`src/rtl/rssa_pkg.sv`:
```
package rssa_pkg;
	// Register indices; byte address is four times the index
	localparam logic [7:0]  IDX_FEATURE       = 8'h12;
	localparam logic [7:0]  IDX_SHED_TIMEOUT  = 8'h1b;
	localparam logic [7:0]  IDX_SAFE_FLAG     = 8'h1c;
	localparam logic [7:0]  IDX_SAFE_SET      = 8'h1d;
	localparam logic [7:0]  IDX_SAFE_CLEAR    = 8'h1e;
	localparam logic [7:0]  IDX_ALERT_MAX     = 8'h1f;
	localparam logic [7:0]  IDX_ALERT_LIMIT   = 8'h20;
	localparam logic [7:0]  IDX_RETRY         = 8'h21;
	localparam logic [7:0]  IDX_IRQ_STATUS    = 8'h22;
	localparam logic [7:0]  IDX_IRQ_ENABLE    = 8'h23;
	localparam logic [7:0]  IDX_IRQ_CLEAR     = 8'h24;
	localparam logic [7:0]  IDX_SHED_POLICY   = 8'h25;
	localparam logic [7:0]  IDX_BLOCK_STATE   = 8'h26;
	localparam int          PADDR_W           = 12;

	// Field positions
	localparam int          FEAT_SAFE_BIT     = 3;
	localparam int          BST_INFL_LSB      = 0;
	localparam int          BST_LO_LSB        = 8;
	localparam int          BST_SHED_LSB      = 16;
	localparam int          IRQ_SHED_BIT      = 0;
	localparam int          IRQ_SAFE_BIT      = 1;
	localparam int          IRQ_RETRY_BIT     = 2;
	localparam int          IRQ_CONFIRM_BIT   = 3;
	localparam int          IRQ_W             = 4;

	// Reset values and encodings
	localparam logic [31:0] SHED_TIMEOUT_RST  = 32'h0009_c400;
	localparam logic [31:0] RETRY_RST         = 32'h0009_c400;
	localparam logic [7:0]  FLAG_CLEAR        = 8'h01;
	localparam logic [7:0]  FLAG_ACTIVE       = 8'h02;
	localparam logic [7:0]  CMD_OFF           = 8'h01;
	localparam logic [7:0]  CMD_GO            = 8'h02;
	localparam logic [7:0]  ALERT_MAX         = 8'h03;
	localparam logic [15:0] FEATURE_RST       = 16'h0000;
	localparam logic [7:0]  SHED_POLICY_RST   = 8'h00;
	localparam int          ALERT_SLOTS       = 3;

	// Timing: one tick is 1/32 ms
	localparam longint      CLK_PERIOD_PS     = 8000;
	localparam longint      TICK_UNIT_PS      = 1000000000 / 32;
	localparam int          TICK_CYCLES_DEF   = int'(TICK_UNIT_PS / CLK_PERIOD_PS);

	typedef struct packed {
		logic       valid;
		logic       resend;
		logic [1:0] slot;
	} rssa_alert_t;
endpackage : rssa_pkg

```
`src/rtl/rssa_ctl.sv`:
```
// Register access over APB is this design's own decision.
`timescale 1ns/10ps
// Contract
// RQ1 - Time remote-output writes in ticks; on timeout shed the block per policy.
// RQ2 - A zero shed timeout never sheds any block.
// RQ3 - Safe-state flag is read-only, 1 clear, 2 active, clear after reset.
// RQ4 - While active, in-service output blocks go to local override.
// RQ5 - Set and clear commands act only when the safe-state feature bit is set.
// RQ6 - Writing 2 to the set command activates the flag; it reads back 1.
// RQ7 - Writing 2 to clear command clears flag; blocks release once fault is gone.
// RQ8 - Writing off to either command changes nothing.
// RQ9 - Fixed maximum of 3 unconfirmed alert reports, never exceeded.
// RQ10 - Writable limit 0 to maximum, reset to maximum, caps reports in flight.
// RQ11 - A zero limit sends no alert reports; the code blocks new reports only and still resends those in flight.
// RQ12 - Resend an unconfirmed report after the retry interval in ticks.
// RQ13 - Reject a limit above maximum or a zero retry interval.
// RQ14 - One 1/32 ms tick from pclk drives both timers.
module rssa_ctl
	import rssa_pkg::*;
#(
	parameter int NUM_OUT     = 2,               // Output blocks served
	parameter int TICK_CYCLES = TICK_CYCLES_DEF  // Clocks per tick
)(
	input  wire logic               pclk,               // Clock, 125 MHz
	input  wire logic               presetn,            // Async reset, low
	input  wire logic               psel,               // APB select
	input  wire logic               penable,            // APB enable
	input  wire logic               pwrite,             // APB direction
	input  wire logic [PADDR_W-1:0] paddr,              // APB byte address
	input  wire logic [31:0]        pwdata,             // APB write data
	output logic      [31:0]        prdata,             // APB read data
	output logic                    pready,             // APB ready
	output logic                    pslverr,            // APB error
	input  wire logic [NUM_OUT-1:0] remote_output_mode_active,        // Block in remote-output mode
	input  wire logic [NUM_OUT-1:0] remote_output_mode_write,         // Host wrote block output
	input  wire logic [NUM_OUT-1:0] block_oos,          // Block out of service
	input  wire logic               field_fault,        // Field fault pin
	output logic      [NUM_OUT-1:0] shed_req,           // Leave remote-output mode
	output logic      [7:0]         shed_policy,        // Shed policy code
	output logic      [NUM_OUT-1:0] local_override,     // Block forced to safe state
	input  wire logic               alert_pending,      // Report waiting to go
	output logic                    alert_taken,        // Pending report accepted
	output rssa_alert_t             alert_out,          // Report send strobe
	input  wire logic               alert_confirm,      // Host confirmed a report
	input  wire logic [1:0]         alert_confirm_slot, // Slot confirmed
	output logic                    irq                 // Interrupt level
);

	generate
		if (NUM_OUT < 1 || NUM_OUT > 8 || TICK_CYCLES < 1 || TICK_CYCLES > 65536) begin : g_bad
			$error("rssa_ctl: NUM_OUT or TICK_CYCLES out of range");
		end
	endgenerate

	localparam logic [15:0] TICK_LAST = 16'(TICK_CYCLES - 1);

	// Tick generator
	logic [15:0]        tick_cnt_reg;
	logic               tick_reg;

	// Field fault synchroniser
	logic               fault_meta_reg;
	logic               fault_sync_reg;

	// Bus side
	logic               pready_reg;
	logic               pslverr_reg;
	logic [31:0]        prdata_reg;
	logic [31:0]        rd_mux;

	// Software registers
	logic [31:0]        shed_timeout_reg;
	logic [7:0]         flag_reg;
	logic [7:0]         limit_reg;
	logic [31:0]        retry_reg;
	logic [15:0]        feature_reg;
	logic [7:0]         policy_reg;
	logic [IRQ_W-1:0]   irq_en_reg;
	logic [IRQ_W-1:0]   irq_stat_reg;
	logic               irq_reg;

	// Alert path
	rssa_alert_t        alert_reg;
	logic               alert_taken_reg;
	logic [ALERT_SLOTS-1:0] busy_vec;
	logic [ALERT_SLOTS-1:0] exp_vec;
	logic [1:0]         infl;
	logic [1:0]         new_slot;
	logic [1:0]         rsd_slot;
	logic               any_free;

	logic [NUM_OUT-1:0] shed_vec;
	logic [NUM_OUT-1:0] shed_ev;
	logic [NUM_OUT-1:0] lo_vec;

	// RQ14 tick divider
	always_ff @(posedge pclk or negedge presetn) begin
		if (!presetn) begin
			tick_cnt_reg <= 16'h0000;
			tick_reg     <= 1'b0;
		end else begin
			tick_cnt_reg <= (tick_cnt_reg == TICK_LAST) ? 16'h0000 : tick_cnt_reg + 16'h0001;
			tick_reg     <= (tick_cnt_reg == TICK_LAST);
		end
	end

	always_ff @(posedge pclk or negedge presetn) begin
		if (!presetn) begin
			fault_meta_reg <= 1'b0;
			fault_sync_reg <= 1'b0;
		end else begin
			fault_meta_reg <= field_fault;
			fault_sync_reg <= fault_meta_reg;
		end
	end

	// Address decode
	wire  [7:0] idx       = paddr[9:2];
	wire        acc       = psel & penable;
	wire        hit       = (idx == IDX_FEATURE) || (idx >= IDX_SHED_TIMEOUT && idx <= IDX_BLOCK_STATE);
	wire        addr_ok   = (paddr[1:0] == 2'b00) && (paddr[PADDR_W-1:10] == 2'b00) && hit;
	wire        wr        = acc & pready_reg & pwrite & addr_ok;
	wire        wr_feat   = wr && (idx == IDX_FEATURE);
	wire        wr_shed   = wr && (idx == IDX_SHED_TIMEOUT);
	wire        wr_set    = wr && (idx == IDX_SAFE_SET);
	wire        wr_clr    = wr && (idx == IDX_SAFE_CLEAR);
	wire        wr_limit  = wr && (idx == IDX_ALERT_LIMIT);
	wire        wr_retry  = wr && (idx == IDX_RETRY);
	wire        wr_ien    = wr && (idx == IDX_IRQ_ENABLE);
	wire        wr_iclr   = wr && (idx == IDX_IRQ_CLEAR);
	wire        wr_policy = wr && (idx == IDX_SHED_POLICY);

	// RQ5 feature gate
	wire        safe_ok   = feature_reg[FEAT_SAFE_BIT];
	// RQ6 set command
	wire        set_go    = wr_set & safe_ok & (pwdata[7:0] == CMD_GO);
	// RQ7 clear command
	wire        clr_go    = wr_clr & safe_ok & (pwdata[7:0] == CMD_GO);
	wire        safe_on   = (flag_reg == FLAG_ACTIVE);

	// RQ13 range checks
	wire        limit_ok  = (pwdata[31:8] == 24'h00_0000) && (pwdata[7:0] <= ALERT_MAX);
	wire        retry_ok  = (pwdata != 32'h0000_0000);

	wire [31:0] bst_word  = (32'(infl) << BST_INFL_LSB)
		| (32'(lo_vec) << BST_LO_LSB)
		| (32'(shed_vec) << BST_SHED_LSB);

	always_comb begin
		rd_mux = 32'h0000_0000;
		if (addr_ok) begin
			case (idx)
				IDX_FEATURE:      rd_mux = 32'(feature_reg);
				IDX_SHED_TIMEOUT: rd_mux = shed_timeout_reg;
				// RQ3 flag read-only
				IDX_SAFE_FLAG:    rd_mux = 32'(flag_reg);
				// RQ6 momentary reads off
				IDX_SAFE_SET:     rd_mux = 32'(CMD_OFF);
				IDX_SAFE_CLEAR:   rd_mux = 32'(CMD_OFF);
				// RQ9 fixed maximum
				IDX_ALERT_MAX:    rd_mux = 32'(ALERT_MAX);
				IDX_ALERT_LIMIT:  rd_mux = 32'(limit_reg);
				IDX_RETRY:        rd_mux = retry_reg;
				IDX_IRQ_STATUS:   rd_mux = 32'(irq_stat_reg);
				IDX_IRQ_ENABLE:   rd_mux = 32'(irq_en_reg);
				IDX_SHED_POLICY:  rd_mux = 32'(policy_reg);
				IDX_BLOCK_STATE:  rd_mux = bst_word;
				default:          rd_mux = 32'h0000_0000;
			endcase
		end
	end

	// One wait state so that read data and ready both leave flip-flops
	always_ff @(posedge pclk or negedge presetn) begin
		if (!presetn) begin
			pready_reg  <= 1'b0;
			pslverr_reg <= 1'b0;
			prdata_reg  <= 32'h0000_0000;
		end else begin
			pready_reg  <= acc & ~pready_reg;
			pslverr_reg <= acc & ~pready_reg & ~addr_ok;
			prdata_reg  <= (acc & ~pready_reg & ~pwrite) ? rd_mux : 32'h0000_0000;
		end
	end

	always_ff @(posedge pclk or negedge presetn) begin
		if (!presetn) begin
			feature_reg      <= FEATURE_RST;
			shed_timeout_reg <= SHED_TIMEOUT_RST;
			policy_reg       <= SHED_POLICY_RST;
			irq_en_reg       <= '0;
		end else begin
			if (wr_feat)
				feature_reg <= pwdata[15:0];
			if (wr_shed)
				shed_timeout_reg <= pwdata;
			if (wr_policy)
				policy_reg <= pwdata[7:0];
			if (wr_ien)
				irq_en_reg <= pwdata[IRQ_W-1:0];
		end
	end

	// RQ13 rejected writes keep value
	always_ff @(posedge pclk or negedge presetn) begin
		if (!presetn) begin
			limit_reg <= ALERT_MAX;
			retry_reg <= RETRY_RST;
		end else begin
			// RQ10 writable limit
			if (wr_limit && limit_ok)
				limit_reg <= pwdata[7:0];
			if (wr_retry && retry_ok)
				retry_reg <= pwdata;
		end
	end

	// RQ3 flag reset clear
	// RQ8 off writes ignored
	always_ff @(posedge pclk or negedge presetn) begin
		if (!presetn)
			flag_reg <= FLAG_CLEAR;
		else if (set_go)
			flag_reg <= FLAG_ACTIVE;
		else if (clr_go)
			flag_reg <= FLAG_CLEAR;
	end

	// Per output block: shed timer and safe-state hold
	generate
		for (genvar b = 0; b < NUM_OUT; b++) begin : g_blk
			logic [31:0] cnt_reg;
			logic        shed_reg;
			logic        lo_reg;
			// RQ2 zero never sheds
			wire         armed  = (shed_timeout_reg != 32'h0000_0000);
			wire         expire = remote_output_mode_active[b] & armed & (cnt_reg >= shed_timeout_reg);

			// RQ1 shed timer
			always_ff @(posedge pclk or negedge presetn) begin
				if (!presetn) begin
					cnt_reg  <= 32'h0000_0000;
					shed_reg <= 1'b0;
				end else begin
					if (!remote_output_mode_active[b] || remote_output_mode_write[b] || !armed)
						cnt_reg <= 32'h0000_0000;
					else if (tick_reg && !expire)
						cnt_reg <= cnt_reg + 32'h0000_0001;
					shed_reg <= remote_output_mode_active[b] & (shed_reg | expire);
				end
			end

			// RQ4 local override
			// RQ7 release after fault
			always_ff @(posedge pclk or negedge presetn) begin
				if (!presetn)
					lo_reg <= 1'b0;
				else
					lo_reg <= ~block_oos[b] & (safe_on | (lo_reg & fault_sync_reg));
			end

			assign shed_vec[b] = shed_reg;
			assign shed_ev[b]  = expire & ~shed_reg;
			assign lo_vec[b]   = lo_reg;
		end
	endgenerate

	// Alert slot search: lowest free slot, lowest expired slot
	always_comb begin
		infl     = 2'b00;
		new_slot = 2'b00;
		rsd_slot = 2'b00;
		any_free = 1'b0;
		for (int s = ALERT_SLOTS - 1; s >= 0; s--) begin
			infl = infl + 2'(busy_vec[s]);
			if (!busy_vec[s]) begin
				new_slot = 2'(s);
				any_free = 1'b1;
			end
			if (exp_vec[s])
				rsd_slot = 2'(s);
		end
	end

	// RQ12 resend before new
	wire send_rsd = |exp_vec;
	// RQ9 cap at maximum
	// RQ10 cap at limit
	// RQ11 zero limit blocks
	wire send_new = ~send_rsd & alert_pending & ~alert_taken_reg & any_free
		& ({6'b00_0000, infl} < limit_reg);

	generate
		for (genvar s = 0; s < ALERT_SLOTS; s++) begin : g_slot
			logic        busy_reg;
			logic [31:0] cnt_reg;
			wire         conf  = alert_confirm & (alert_confirm_slot == 2'(s)) & busy_reg;
			wire         fresh = send_new & (new_slot == 2'(s));
			wire         again = send_rsd & (rsd_slot == 2'(s));

			// RQ12 confirm timer
			always_ff @(posedge pclk or negedge presetn) begin
				if (!presetn) begin
					busy_reg <= 1'b0;
					cnt_reg  <= 32'h0000_0000;
				end else begin
					if (conf)
						busy_reg <= 1'b0;
					else if (fresh)
						busy_reg <= 1'b1;
					if (!busy_reg || fresh || again)
						cnt_reg <= 32'h0000_0000;
					else if (tick_reg && cnt_reg < retry_reg)
						cnt_reg <= cnt_reg + 32'h0000_0001;
				end
			end

			assign busy_vec[s] = busy_reg;
			assign exp_vec[s]  = busy_reg & ~conf & (cnt_reg >= retry_reg);
		end
	endgenerate

	always_ff @(posedge pclk or negedge presetn) begin
		if (!presetn) begin
			alert_reg       <= '0;
			alert_taken_reg <= 1'b0;
		end else begin
			alert_reg.valid  <= send_rsd | send_new;
			alert_reg.resend <= send_rsd;
			alert_reg.slot   <= send_rsd ? rsd_slot : new_slot;
			alert_taken_reg  <= send_new;
		end
	end

	// Interrupt events; a new event wins over a clear in the same cycle
	logic [IRQ_W-1:0] irq_ev;
	logic [IRQ_W-1:0] irq_clr;
	logic [IRQ_W-1:0] irq_stat_next;

	always_comb begin
		irq_ev                  = '0;
		irq_ev[IRQ_SHED_BIT]    = |shed_ev;
		irq_ev[IRQ_SAFE_BIT]    = set_go & ~safe_on;
		irq_ev[IRQ_RETRY_BIT]   = send_rsd;
		irq_ev[IRQ_CONFIRM_BIT] = alert_confirm & |busy_vec;
		irq_clr                 = wr_iclr ? pwdata[IRQ_W-1:0] : '0;
		irq_stat_next           = (irq_stat_reg & ~irq_clr) | irq_ev;
	end

	always_ff @(posedge pclk or negedge presetn) begin
		if (!presetn) begin
			irq_stat_reg <= '0;
			irq_reg      <= 1'b0;
		end else begin
			irq_stat_reg <= irq_stat_next;
			irq_reg      <= |(irq_stat_next & irq_en_reg);
		end
	end

	assign prdata         = prdata_reg;
	assign pready         = pready_reg;
	assign pslverr        = pslverr_reg;
	assign shed_req       = shed_vec;
	assign shed_policy    = policy_reg;
	assign local_override = lo_vec;
	assign alert_out      = alert_reg;
	assign alert_taken    = alert_taken_reg;
	assign irq            = irq_reg;

endmodule : rssa_ctl

```
`config.mk`:
```
export PLATFORM = sky130hd
export DESIGN_NAME = rssa_ctl
export DESIGN_NICKNAME = d
export VERILOG_FILES = /design/src/rtl/rssa_pkg.sv /design/src/rtl/rssa_ctl.sv
export SDC_FILE = /design/constraint.sdc
export NUM_CORES = 1
export LEC_CHECK = 0
export BUFFER_PORTS_ARGS = -buffer_cell sky130_fd_sc_hd__buf_2
export CORE_UTILIZATION = 60
export CTS_CLUSTER_DIAMETER = 200
export DETAILED_ROUTE_END_ITERATION = 6
export PLACE_DENSITY = 0.79
export REMOVE_ABC_BUFFERS = 1
export SLEW_MARGIN = 20
export SYNTH_ARGS = -nofsm -noshare
export SYNTH_HDL_FRONTEND = slang
export SYNTH_SLANG_ARGS = --single-unit
```
`constraint.sdc`:
```
create_clock -name pclk -period 4.5 [get_ports pclk]
set_input_delay 0.9 -clock pclk [delete_from_list [all_inputs] [get_ports pclk]]
set_output_delay 0.9 -clock pclk [all_outputs]
set_load 0.05 [all_outputs]
```
* After elaboration in Yosys (flattened, before gate mapping) *
Cells that the tools add are included.

cells by class
  $add $sub $neg = 8
  magnitude comparators = 12
  equal/unequal tests = 22
  multiplexer cells = 33
  bitwise operators = 71
  reductions and logical operators = 61

operators with widths
  kind                   number
  $mux 32                12
  $pmux 32 s11           1
  $add 32x1->32 const B  5
  $ge 32x32->1           5
  $lt 32x32->1           3
  $reduce_bool 32->1     2
  $eq 8x6->1 const B     7
  $eq 8x5->1 const B     6
  $and 1x1->1            47
  $logic_not 24->1       1
  $logic_and 1x1->1      20
  $or 10x18->18          1
  $reduce_bool 2->1      9
  $add 16x1->16 const B  1
  $eq 16x12->1 const B   1
  $eq 8x2->1 const B     2
  $mux 16                1
  $mux 8                 2
  $mux 2                 7
  $not 1->1              13
  $logic_or 1x1->1       11
  $logic_not 2->1        5
  $or 2x10->10           1
  $mux 1                 9
  17 further kinds       35

storage, ports and cells
  register bits = 338
  output and inout bits = 52

* Longest topological paths before layout *
Gate-level depths: netlist of run 1.

  depth in word-level cells = 16
  mapped depth = 12

* Worst setup path after synthesis of run 1 *
No wires, ideal clock.

  path kind = input to register
  start point = input paddr[1]
  end point = register irq_reg, in the netlist irq
  arrival time = 2973 ps
  required time = 4348 ps
  slack = 1375 ps
  cell stages on the path = 8
  cell sequence = or4_1 or3b_1 o32ai_2 nand2_1 o21ai_0 a21boi_0 a2111oi_0 o2111ai_1

on the way
  cells in the longest elaborated chain, start to end = 11
  elaborated cells on any way between the ends = 15

RTL lines
  item                                         RTL line                          RTL
  start: declaration                           rssa_ctl.sv:29                    input wire logic [PADDR_W-1:0] paddr,
  $logic_not 2->1 *                            rssa_ctl.sv:121                   wire addr_ok = (paddr[1:0] == 2'b00) && (paddr[PADDR_W-1:10] == 2'b00) && hit;
  $logic_and 1x1->1 * (2 in a row)             rssa_ctl.sv:121
  $and 1x1->1 *                                rssa_ctl.sv:122                   wire wr = acc & pready_reg & pwrite & addr_ok;
  $logic_and 1x1->1, on equally long branches  rssa_ctl.sv:125, rssa_ctl.sv:130
  $and 1x1->1 or $mux 4 (tied branches)        rssa_ctl.sv:136, rssa_ctl.sv:346
  $and 1x1->1 or $not 4->4 (tied branches)     rssa_ctl.sv:136, rssa_ctl.sv:347
  $and 1x1->1 or $and 4x4->4 (tied branches)   rssa_ctl.sv:343, rssa_ctl.sv:347
  $or 4x4->4 *                                 rssa_ctl.sv:347                   irq_stat_next = (irq_stat_reg & ~irq_clr) | irq_ev;
  $and 4x4->4 *                                rssa_ctl.sv:356                   irq_reg <= |(irq_stat_next & irq_en_reg);
  $reduce_or 4->1 *                            rssa_ctl.sv:356
  end signal: assignment                       rssa_ctl.sv:356
  end: declaration                             rssa_ctl.sv:80                    logic irq_reg;

Mark *: on every way between the ends. The rest lies on a longest branch, timed or not.
A chain may end at the register's enable or synchronous reset.

* Final worst setup path of run 1 *
  start point = register retry_reg[19]
  end point = register g_slot[0].cnt_reg[20]

on the way
  cells in the longest elaborated chain, start to end = 12
  elaborated cells on any way between the ends = 24

RTL lines
  item                                          RTL line         RTL
  start: declaration                            rssa_ctl.sv:75   logic [31:0] retry_reg;
  start signal: assignment                      rssa_ctl.sv:214  retry_reg <= pwdata;
  $ge 32x32->1                                  rssa_ctl.sv:319  assign exp_vec[s] = busy_reg & ~conf & (cnt_reg >= retry_reg);
  $and 1x1->1                                   rssa_ctl.sv:319
  $reduce_or 3->1                               rssa_ctl.sv:286  wire send_rsd = |exp_vec;
  $not 1->1                                     rssa_ctl.sv:290  wire send_new = ~send_rsd & alert_pending & ~alert_taken_reg & any_free
  $and 1x1->1 (3 in a row)                      rssa_ctl.sv:290
  $and 1x1->1                                   rssa_ctl.sv:291  & ({6'b00_0000, infl} < limit_reg);
  $and 1x1->1                                   rssa_ctl.sv:298  wire fresh = send_new & (new_slot == 2'(s));
  $logic_or 1x1->1 (2 in a row)                 rssa_ctl.sv:311  if (!busy_reg || fresh || again)
  $mux 32 or $reduce_bool 2->1 (tied branches)  --
  end signal: assignment                        rssa_ctl.sv:314  cnt_reg <= cnt_reg + 32'h0000_0001;
  end: declaration                              rssa_ctl.sv:296  logic [31:0] cnt_reg;

Parallel ways exist; a longest one is shown, timed or not.

==> metrics.cfg, run 1 <==
[placement]
gp_congestion=0.960
port-buffer-count=111
post-place-ws_ns=0.874
placed_cells=2469
hpwl_microns=37800
placed_area_sq_um=20100

[critical_path]
max_stage_delay_ns=0.55
crit_family=simple AND/OR/NAND/NOR gates
path_cells=inv_1 -> ha_1 -> a21oi_1 -> o21ai_0 -> a221oi_1 -> o21ai_0 -> or2_2 -> or2_0 -> or3_1 -> a21oi_1
crit_buf_inv=1
cp.required_ns=4.93
crit_type=flip-flop to flip-flop
r2r-start=retry_reg[19]
r2r-end=g_slot[0].cnt_reg[20]
reg2reg_depth=10
critPathSlowestCell=or2_2
crit_arrival_ns=3.92
cp_max_fo=15
end_kind=flip-flop
reg2reg_setup_slack_ns=1.01
start_kind=flip-flop

[final_layout]
nFillCells=2354
mostFrequentLayoutCell=dfrtp_1
seq_area_sq_um=8320
largest_register_ffs=96
fin_cells=2539
nets=2342
syn2layout_area_growth_pct=12.6
multi_input_area_sq_um=10000
design_area_sq_um=21400
layout-drive-gt1-share_pct=13.6
layout_common_cells=dfrtp_1 (319), nor2_1 (184), nand2_1 (171)

[sta]
fin_skew_ns=0.0177
fmax_ghz=0.287
slew_violations=0
period_needed_ns=3.49
hold_violations=0
rsz0062_at_grt=no
worst_pin_slew_ns=1.13
post-route-period-util_pct=77.5
layout_setup_ws_ns=1.01
setup_tns_ns=0
fin_hold_ws_ns=0.353
setup_viol=0
max_slew_margin_pct=24.5

[clock_network]
cts_buffers=38
cts_sinks=332
cts_resized=0
cts_setup_buffers=0
cts_hold_buf=0
cts_max_level=2
clockBufferDepth=3
cts-root-buf=clkbuf_16
clkTransAtPathRegs_ns=0.06
clk_latency_ns=0.52
cts_tree=built

[synthesis]
synth_edf_count=0
synth_fa_ha_area_share_pct=11.1
synth_top_family_by_area=simple AND/OR/NAND/NOR gates
synth_compound_area_share_pct=12.9
synth-main-ff-cell=dfrtp_1
ys_async_sr_fraction_pct=100
synthMuxAreaShare_pct=3.11
synth-simple-area-share_pct=19.8
synth_area_sq_um=19000
syn-mean-instance-area_sq_um=9.47
synth_cell_types=76
yosysWarningCount=0
synth_xor_area_share_pct=5.43
yosys_register_bits=332
synthCells=2011
ys_seq_area_share_pct=43.7

[routing]
vias=16200
drt_iter0_drc=1383
detail_route.wl_per_cell_microns=20.4
drc=0
vias_per_cell=6.37
wl_microns=51900
first_pass_iters=5
antenna_left=0

[run_status]
status=finished clean

[die]
core_sq_um=30900
die-area_sq_um=32500
row_count=64
io_pins=112
initial_core_util_pct=61.6
die_x_microns=180
die_h_microns=180

[hold_path]
hp-class=flip-flop to flip-flop
hold-path-endpoint=fault_sync_reg
hp-start=fault_meta_reg
hold_path_depth=0

[global_routing]
track_usage_pct=32.0
grt.overflow.total=0
grt_pass1_vias=16000
grt_first_pass_wirelength_microns=83500
grt_start_max_net_pins=110
antenna_found_initial=2

[job]
drv_cap=0

[power_and_ir_drop]
powerDensity_nw_per_um2=303
vdd_drop_max_v=0.000239
power_leakage_nw=9.82

-- cells by family (layout without fill, tap and decap cells) --
kind of cell,Yosys count,in the layout
AO/OA/AOI/OAI,407,407
XOR/XNOR,118,118
adder cells (fa/ha/maj),169,169
buffers and inverters,195,325
flip-flops,332,332
multiplexers,51,51
other,0,2
AND/OR/NAND/NOR,739,739
-- final cells by class --
class / instances / area share [%]
Timing Repair Buffer: 137 / 3.66
Antenna cell: 2 / 0.0233
Inverter: 120 / 2.10
Sequential cell: 332 / 38.8
Tap cell: 396 / 2.31
Multi-Input combinational cell: 1484 / 46.7
Clock inverter: 10 / 0.828
Clock buffer: 58 / 5.55
-- synthesized netlist by cell type, types with 13 or more instances --
master / n / area, sq um
a22oi_1: 33 / 248
a21o_1: 22 / 165
inv_1: 119 / 447
and2_1: 18 / 113
or3_1: 31 / 194
clkbuf_1: 67 / 251
mux2_2: 45 / 507
dfrtp_1: 319 / 7980
nor4_1: 35 / 219
dfstp_2: 13 / 342
nor2_1: 185 / 694
nor3_1: 32 / 160
a21oi_1: 129 / 646
nand2_1: 171 / 642
ha_1: 168 / 2100
xnor2_1: 54 / 473
o31ai_1: 18 / 135
nand4_1: 75 / 469
and4_1: 16 / 140
or4_1: 17 / 128
nand3_1: 81 / 405
xor2_1: 64 / 561
and3_1: 28 / 175
o21ai_0: 125 / 626
-- report_power, final --
group	switching, mW	internal [mW]	total [mW]
Clock	1.25	2.11	3.35
Sequential	0.00117	2.99	2.99
Combinational	0.116	0.0348	0.151
-- layer usage --
layer | share of wire (%) | vias up | global-route usage [%]
met5 | 0 | - | 0
met4 | 4.5 | 0 | 13.8
met3 | 6.5 | 154 | 4.22
met2 | 48 | 608 | 53.5
met1 | 41 | 7969 | 41.9
li1 | - | 7439 | -
-- worst max-delay path by stage --
stage,end,startpoint,cells after the start
after floorplan,retry_reg[0],paddr[5],6
after global placement,retry_reg[0],paddr[1],7
after detailed placement,retry_reg[0],paddr[1],7
after CTS,g_slot[1].cnt_reg[30],retry_reg[23],10
after global routing,g_slot[2].cnt_reg[20],retry_reg[10],11
final,g_slot[0].cnt_reg[20],retry_reg[19],10
-- stage by stage --
stage / power (mW) / utilization (%)
floorplan: 3.07 / -
global placement: 3.19 / 64.9
detailed placement: 3.20 / 64.9
CTS: 6.52 / 69.4
global route: 6.66 / 69.4
finish: 6.49 / 69.4
(Power assumes the default switching activity.)
==> run 2, diff against run 1 <==
- ABC_AREA: unset -> 1
- CORE_UTILIZATION: 60 -> 57
- PLACE_DENSITY: 0.79 -> 0.78
- clock period: 4.5 -> 2.95 ns (I/O delays scaled with it)
==> metrics.cfg, run 2 <==
[sta]
max_slew_margin_pct=44.9
period_needed_ns=2.79
fin_hold_ws_ns=0.138
hold_violations=0
worst_pin_slew_ns=0.819
rsz0062_at_grt=no
post-route-period-util_pct=94.5
fin_skew_ns=0.0222
fmax_ghz=0.359
setup_viol=0
slew_violations=0

[synthesis]
synth_edf_count=0
yosysWarningCount=0
synth_compound_area_share_pct=9.71
syn-mean-instance-area_sq_um=7.69
ys_async_sr_fraction_pct=100
synthMuxAreaShare_pct=0
yosysTopAreaCellShare_pct=37.8
synth_top_family_by_area=simple AND/OR/NAND/NOR gates
synth-simple-area-share_pct=27.2
synth_area_sq_um=21100
netlist_top_cells_area=dfrtp_1 (38%), nand2_1 (11%), ha_1 (9.9%)
synth-main-ff-cell=dfrtp_1
synth_area_leader_cell=dfrtp_1
ys_seq_area_share_pct=39.4
yosys_register_bits=332
synth.most_common_cell=nand2_1
synthCells=2751
synth_fa_ha_area_share_pct=10.0
synth_cell_types=51
synth_common_cells=nand2_1 (631), inv_1 (360), dfrtp_1 (319)
synth_xor_area_share_pct=5.10

[clock_network]
clk_latency_ns=0.57
cts_max_level=2
clkTransAtPathRegs_ns=0.06
clockBufferDepth=3
cts_tree=built
cts-root-buf=clkbuf_16
cts_setup_buffers=0
cts_buffers=38
cts_sinks=332

[routing]
vias_per_cell=5.80
first_pass_iters=7
detail_route.wl_per_cell_microns=18.2
antenna_left=0
drc=2
drt_iter0_drc=1483
wl_microns=61600
vias=19600

[placement]
placed_area_sq_um=22300
placed_cells=3305
gp_congestion=1.01
port-buffer-count=111
hpwl_microns=46100

[critical_path]
crit_buf_inv=3
cp_max_fo=14
crit_family=simple AND/OR/NAND/NOR gates
reg2reg_depth=16
crit_type=flip-flop to flip-flop
reg2reg_setup_slack_ns=0.16
end_kind=flip-flop
cp.required_ns=3.40
path_depth=16
start_kind=flip-flop
path_common_cell=nand2_1
max_stage_delay_ns=0.53
critPathSlowestCell=dfstp_2
crit_arrival_ns=3.24
path_cells=inv_1 -> ha_1 -> nand2_1 -> nor2_1 -> nand2_1 -> nor2_2 -> nand2_1 -> nand4_1 -> nand2_1 -> nand3_1 -> nand2_1 -> clkinv_1 -> nand3_2 -> nand2_4 -> clkbuf_16 -> nor2_1

[final_layout]
syn2layout_area_growth_pct=12.2
final_util_pct=65.0
fin_cells=3376
largest_register_ffs=96
nets=3108
mostFrequentLayoutCell=nand2_1
layout_common_cells=nand2_1 (629), inv_1 (360), dfrtp_1 (319)
design_area_sq_um=23700
layout-drive-gt1-share_pct=10.4

[job]
drv_cap=0

[die]
die_h_microns=195
die-area_sq_um=37900
die_x_microns=195
core_sq_um=36500
initial_core_util_pct=57.9
row_count=70
io_pins=112

[global_routing]
grt_pass1_vias=19200
antenna_found_initial=0
grt.overflow.total=0
grt_first_pass_wirelength_microns=98900
grt_start_max_net_pins=94
track_usage_pct=32.8

[power_and_ir_drop]
powerDensity_nw_per_um2=458
power_leakage_nw=11.3
vdd_drop_max_v=0.000401

[run_status]
status=complete, but fails checks
violations=DRC

[hold_path]
hold_path_depth=1
hp-class=primary input to flip-flop

run 2: changes by cell type after synthesis, sizes merged, moves of 45 or more:
cell / before / now
mux2: 45 / 0
nor2: 185 / 303
clkbuf: 67 / 10
inv: 119 / 370
nand3: 81 / 149
buf: 8 / 57
nor3: 33 / 86
nand2: 171 / 643
o21ai: 129 / 199
run 2: area by class of cell:
type	count	area [sq um]
diodes	1	2.50
clock buffers	56	1140
clock inverters	12	190
fillers	3049	12800
inverters	375	1410
multi-input cells	1977	11000
flip-flops and latches	332	8320
well taps	468	586
repair buffers	155	1040
run 2: kinds of logic after synthesis:
kind of cell,Yosys count
and+or+nand+nor,1318
buffers and inverters,442
AOI/OAI and AO/OA,367
DFF,332
adders and majority gates,169
xor gates and xnor gates,123
run 2: through the flow:
step | total power, mW | TNS [ns] | setup WS [ns]
after floorplan | 5.24 | -11.01 | -0.359
after global placement | 5.73 | 0 | 0.272
after detailed placement | 5.75 | 0 | 0.202
after CTS | 10.8 | 0 | 0.188
after global routing | 11.2 | 0 | 0.0224
final | 10.9 | 0 | 0.162
run 2: power breakdown:
part,internal (mW),switching (mW)
combinational,0.248,0.842
clock,3.12,1.99
sequential,4.61,0.0551
total,7.98,2.89
run 2: final timing paths:
| path | from | end |
|---|---|---|
| setup / recovery | retry_reg[15] | g_slot[2].cnt_reg[19] |
| hold reg to reg | fault_meta_reg | fault_sync_reg |
| hold / removal | field_fault | fault_meta_reg |
| min in group asynchronous | presetn | g_blk[1].cnt_reg[17] |
| max in group asynchronous | presetn | tick_cnt_reg[6] |
| setup reg to reg | retry_reg[15] | g_slot[2].cnt_reg[19] |
run 2: metal layers:
metal / global-route usage (%) / wire length (microns) / vias up
met5: 0 / 0 / -
met4: 14.8 / 2660 / 0
met3: 4.25 / 4110 / 177
met2: 55.8 / 30000 / 756
met1: 41.6 / 24800 / 9386
li1: - / - / 9260
run 2: what timing repair did:
| item | in CTS | in global routing |
|---|---|---|
| setup endpoints to repair | 0 | 52 |
| gates resized for setup | 0 | 7 |
| hold endpoints to repair | 42 | 0 |
| hold buffers | 1 | 0 |
==> run 3, diff against run 2 <==
- PLACE_DENSITY: 0.78 -> 0.74
==> metrics.cfg, run 3 (same netlist as run 2, synthesis figures left out) <==
[final_layout]
mostFrequentLayoutCell=nand2_1
layout_common_cells=nand2_1 (630), inv_1 (360), dfrtp_1 (319)
fin_cells=3380
syn2layout_area_growth_pct=11.7
layout-drive-gt1-share_pct=10.5
diodes=0
largest_register_ffs=96
nets=3113
design_area_sq_um=23600

[critical_path]
cp_max_fo=8
cp-startpoint=g_slot[2].busy_reg
end_kind=flip-flop
crit_type=flip-flop to flip-flop
start_kind=flip-flop
path_common_cell=nand2_1
max_stage_delay_ns=0.52
crit_family=simple AND/OR/NAND/NOR gates
crit_arrival_ns=3.26
cp.required_ns=3.46
path_depth=9
crit_buf_inv=1
reg2reg_depth=9
r2r-start=g_slot[2].busy_reg
path_cells=fa_1 -> ha_1 -> a21oi_1 -> nor4_1 -> nor4b_1 -> inv_1 -> nor2_1 -> nand2_1 -> nand2_1
critPathSlowestCell=fa_1

[global_routing]
grt_first_pass_wirelength_microns=101000
grt_start_max_net_pins=78
grt_pass1_vias=19200
track_usage_pct=33.7
grt.overflow.total=0
antenna_found_initial=2

[die]
io_pins=112
die_x_microns=195
die-area_sq_um=37900
initial_core_util_pct=57.9
row_count=70
core_sq_um=36500
die_h_microns=195

[placement]
post-place-ws_ns=0.186
hpwl_microns=47700
gp_congestion=1.00
placed_area_sq_um=22300
placed_cells=3310
port-buffer-count=111

[routing]
detail_route.wl_per_cell_microns=18.5
wl_microns=62500
vias_per_cell=5.75
antenna_left=0
drt_iter0_drc=1658
vias=19400
first_pass_iters=7
drc=0

[sta]
fmax_ghz=0.363
worst_pin_slew_ns=0.865
setup_viol=0
fin_hold_ws_ns=0.139
post-route-period-util_pct=93.3
max_slew_margin_pct=42.2
layout_setup_ws_ns=0.198
hold_violations=0
period_needed_ns=2.75
fin_skew_ns=0.0201
rsz0062_at_grt=no
slew_violations=0

[hold_path]
hp-start=field_fault
hp-class=primary input to flip-flop
hold_path_depth=1

[clock_network]
cts_tree=built
clkTransAtPathRegs_ns=0.06
cts_max_level=2
clockBufferDepth=3
cts_buffers=39
clk_latency_ns=0.57
cts-root-buf=clkbuf_16
cts_sinks=332

[run_status]
status=finished clean

[job]
drv_cap=0

[power_and_ir_drop]
powerDensity_nw_per_um2=441
finalPower_mw=10.4
vdd_drop_max_v=0.000569
power_leakage_nw=11.2

-- run 3: cell count changes in the layout (fill, tap and decap cells not counted), sizes merged --
cell	before	now
inv	370	371
clkbuf	57	54
diode	1	0
buf	153	158
bufinv	5	1
clkinvlp	2	4
clkinv	10	14
-- run 3: what timing repair did --
item                                    in CTS  in global routing
gates resized for setup                      0                  3
hold buffers                                 1                  0
buffers inserted                             0                  0
endpoints found under the setup margin       0                 11
hold endpoints to repair                    37                  0
-- run 3: power breakdown --
group	total, mW	internal, mW	switching [mW]	leakage, nW
clock network	4.74	2.73	2.00	0.603
registers	4.67	4.61	0.0626	4.50
logic	1.02	0.211	0.805	6.10
total	10.4	7.55	2.87	11.2
-- run 3: worst register-to-register path, delay by kind of cell (launching register included) --
kind / cells / cell delay [ns]
AND/OR/NAND/NOR: 5 / 0.96
adder cells (fa/ha/maj): 2 / 0.84
flip-flops: 1 / 0.50
AO/OA/AOI/OAI: 1 / 0.26
buffers and inverters: 1 / 0.12
-- run 3: through the flow --
stage          util [%]  TNS [ns]
5_1_grt            64.7         0
2_1_floorplan         -    -11.01
3_5_place_dp       61.2         0
6_report           64.7         0
4_1_cts            64.6         0
3_3_place_gp       61.2         0
-- run 3: layer usage --
| metal | track usage (%) | vias to the layer above | part of all wire [%] |
|---|---|---|---|
| li1 | - | 9275 | - |
| met3 | 4.98 | 178 | 6.5 |
| met5 | 0 | - | 0.013 |
| met2 | 57.1 | 724 | 49 |
| met4 | 15.5 | 2 | 4.3 |
| met1 | 42.6 | 9261 | 41 |
-- run 3: final timing paths --
kind	endpoint	slack (ns)
worst max-delay path	g_slot[2].busy_reg	0.20
worst min-delay path	fault_meta_reg	0.14
worst max register to register	g_slot[2].busy_reg	0.20
worst min register to register	fault_sync_reg	0.35
max in group asynchronous	tick_cnt_reg[1]	1.67
min in group asynchronous	g_blk[1].cnt_reg[10]	0.52
-- run 3: area by class of cell --
cell class,count,area (sq um)
fillers,3140,12900
inverters,375,1410
well taps,468,586
flip-flops and latches,332,8320
clock inverters,15,125
repair buffers,159,1030
clock buffers,54,1110
multi-input cells,1977,11000
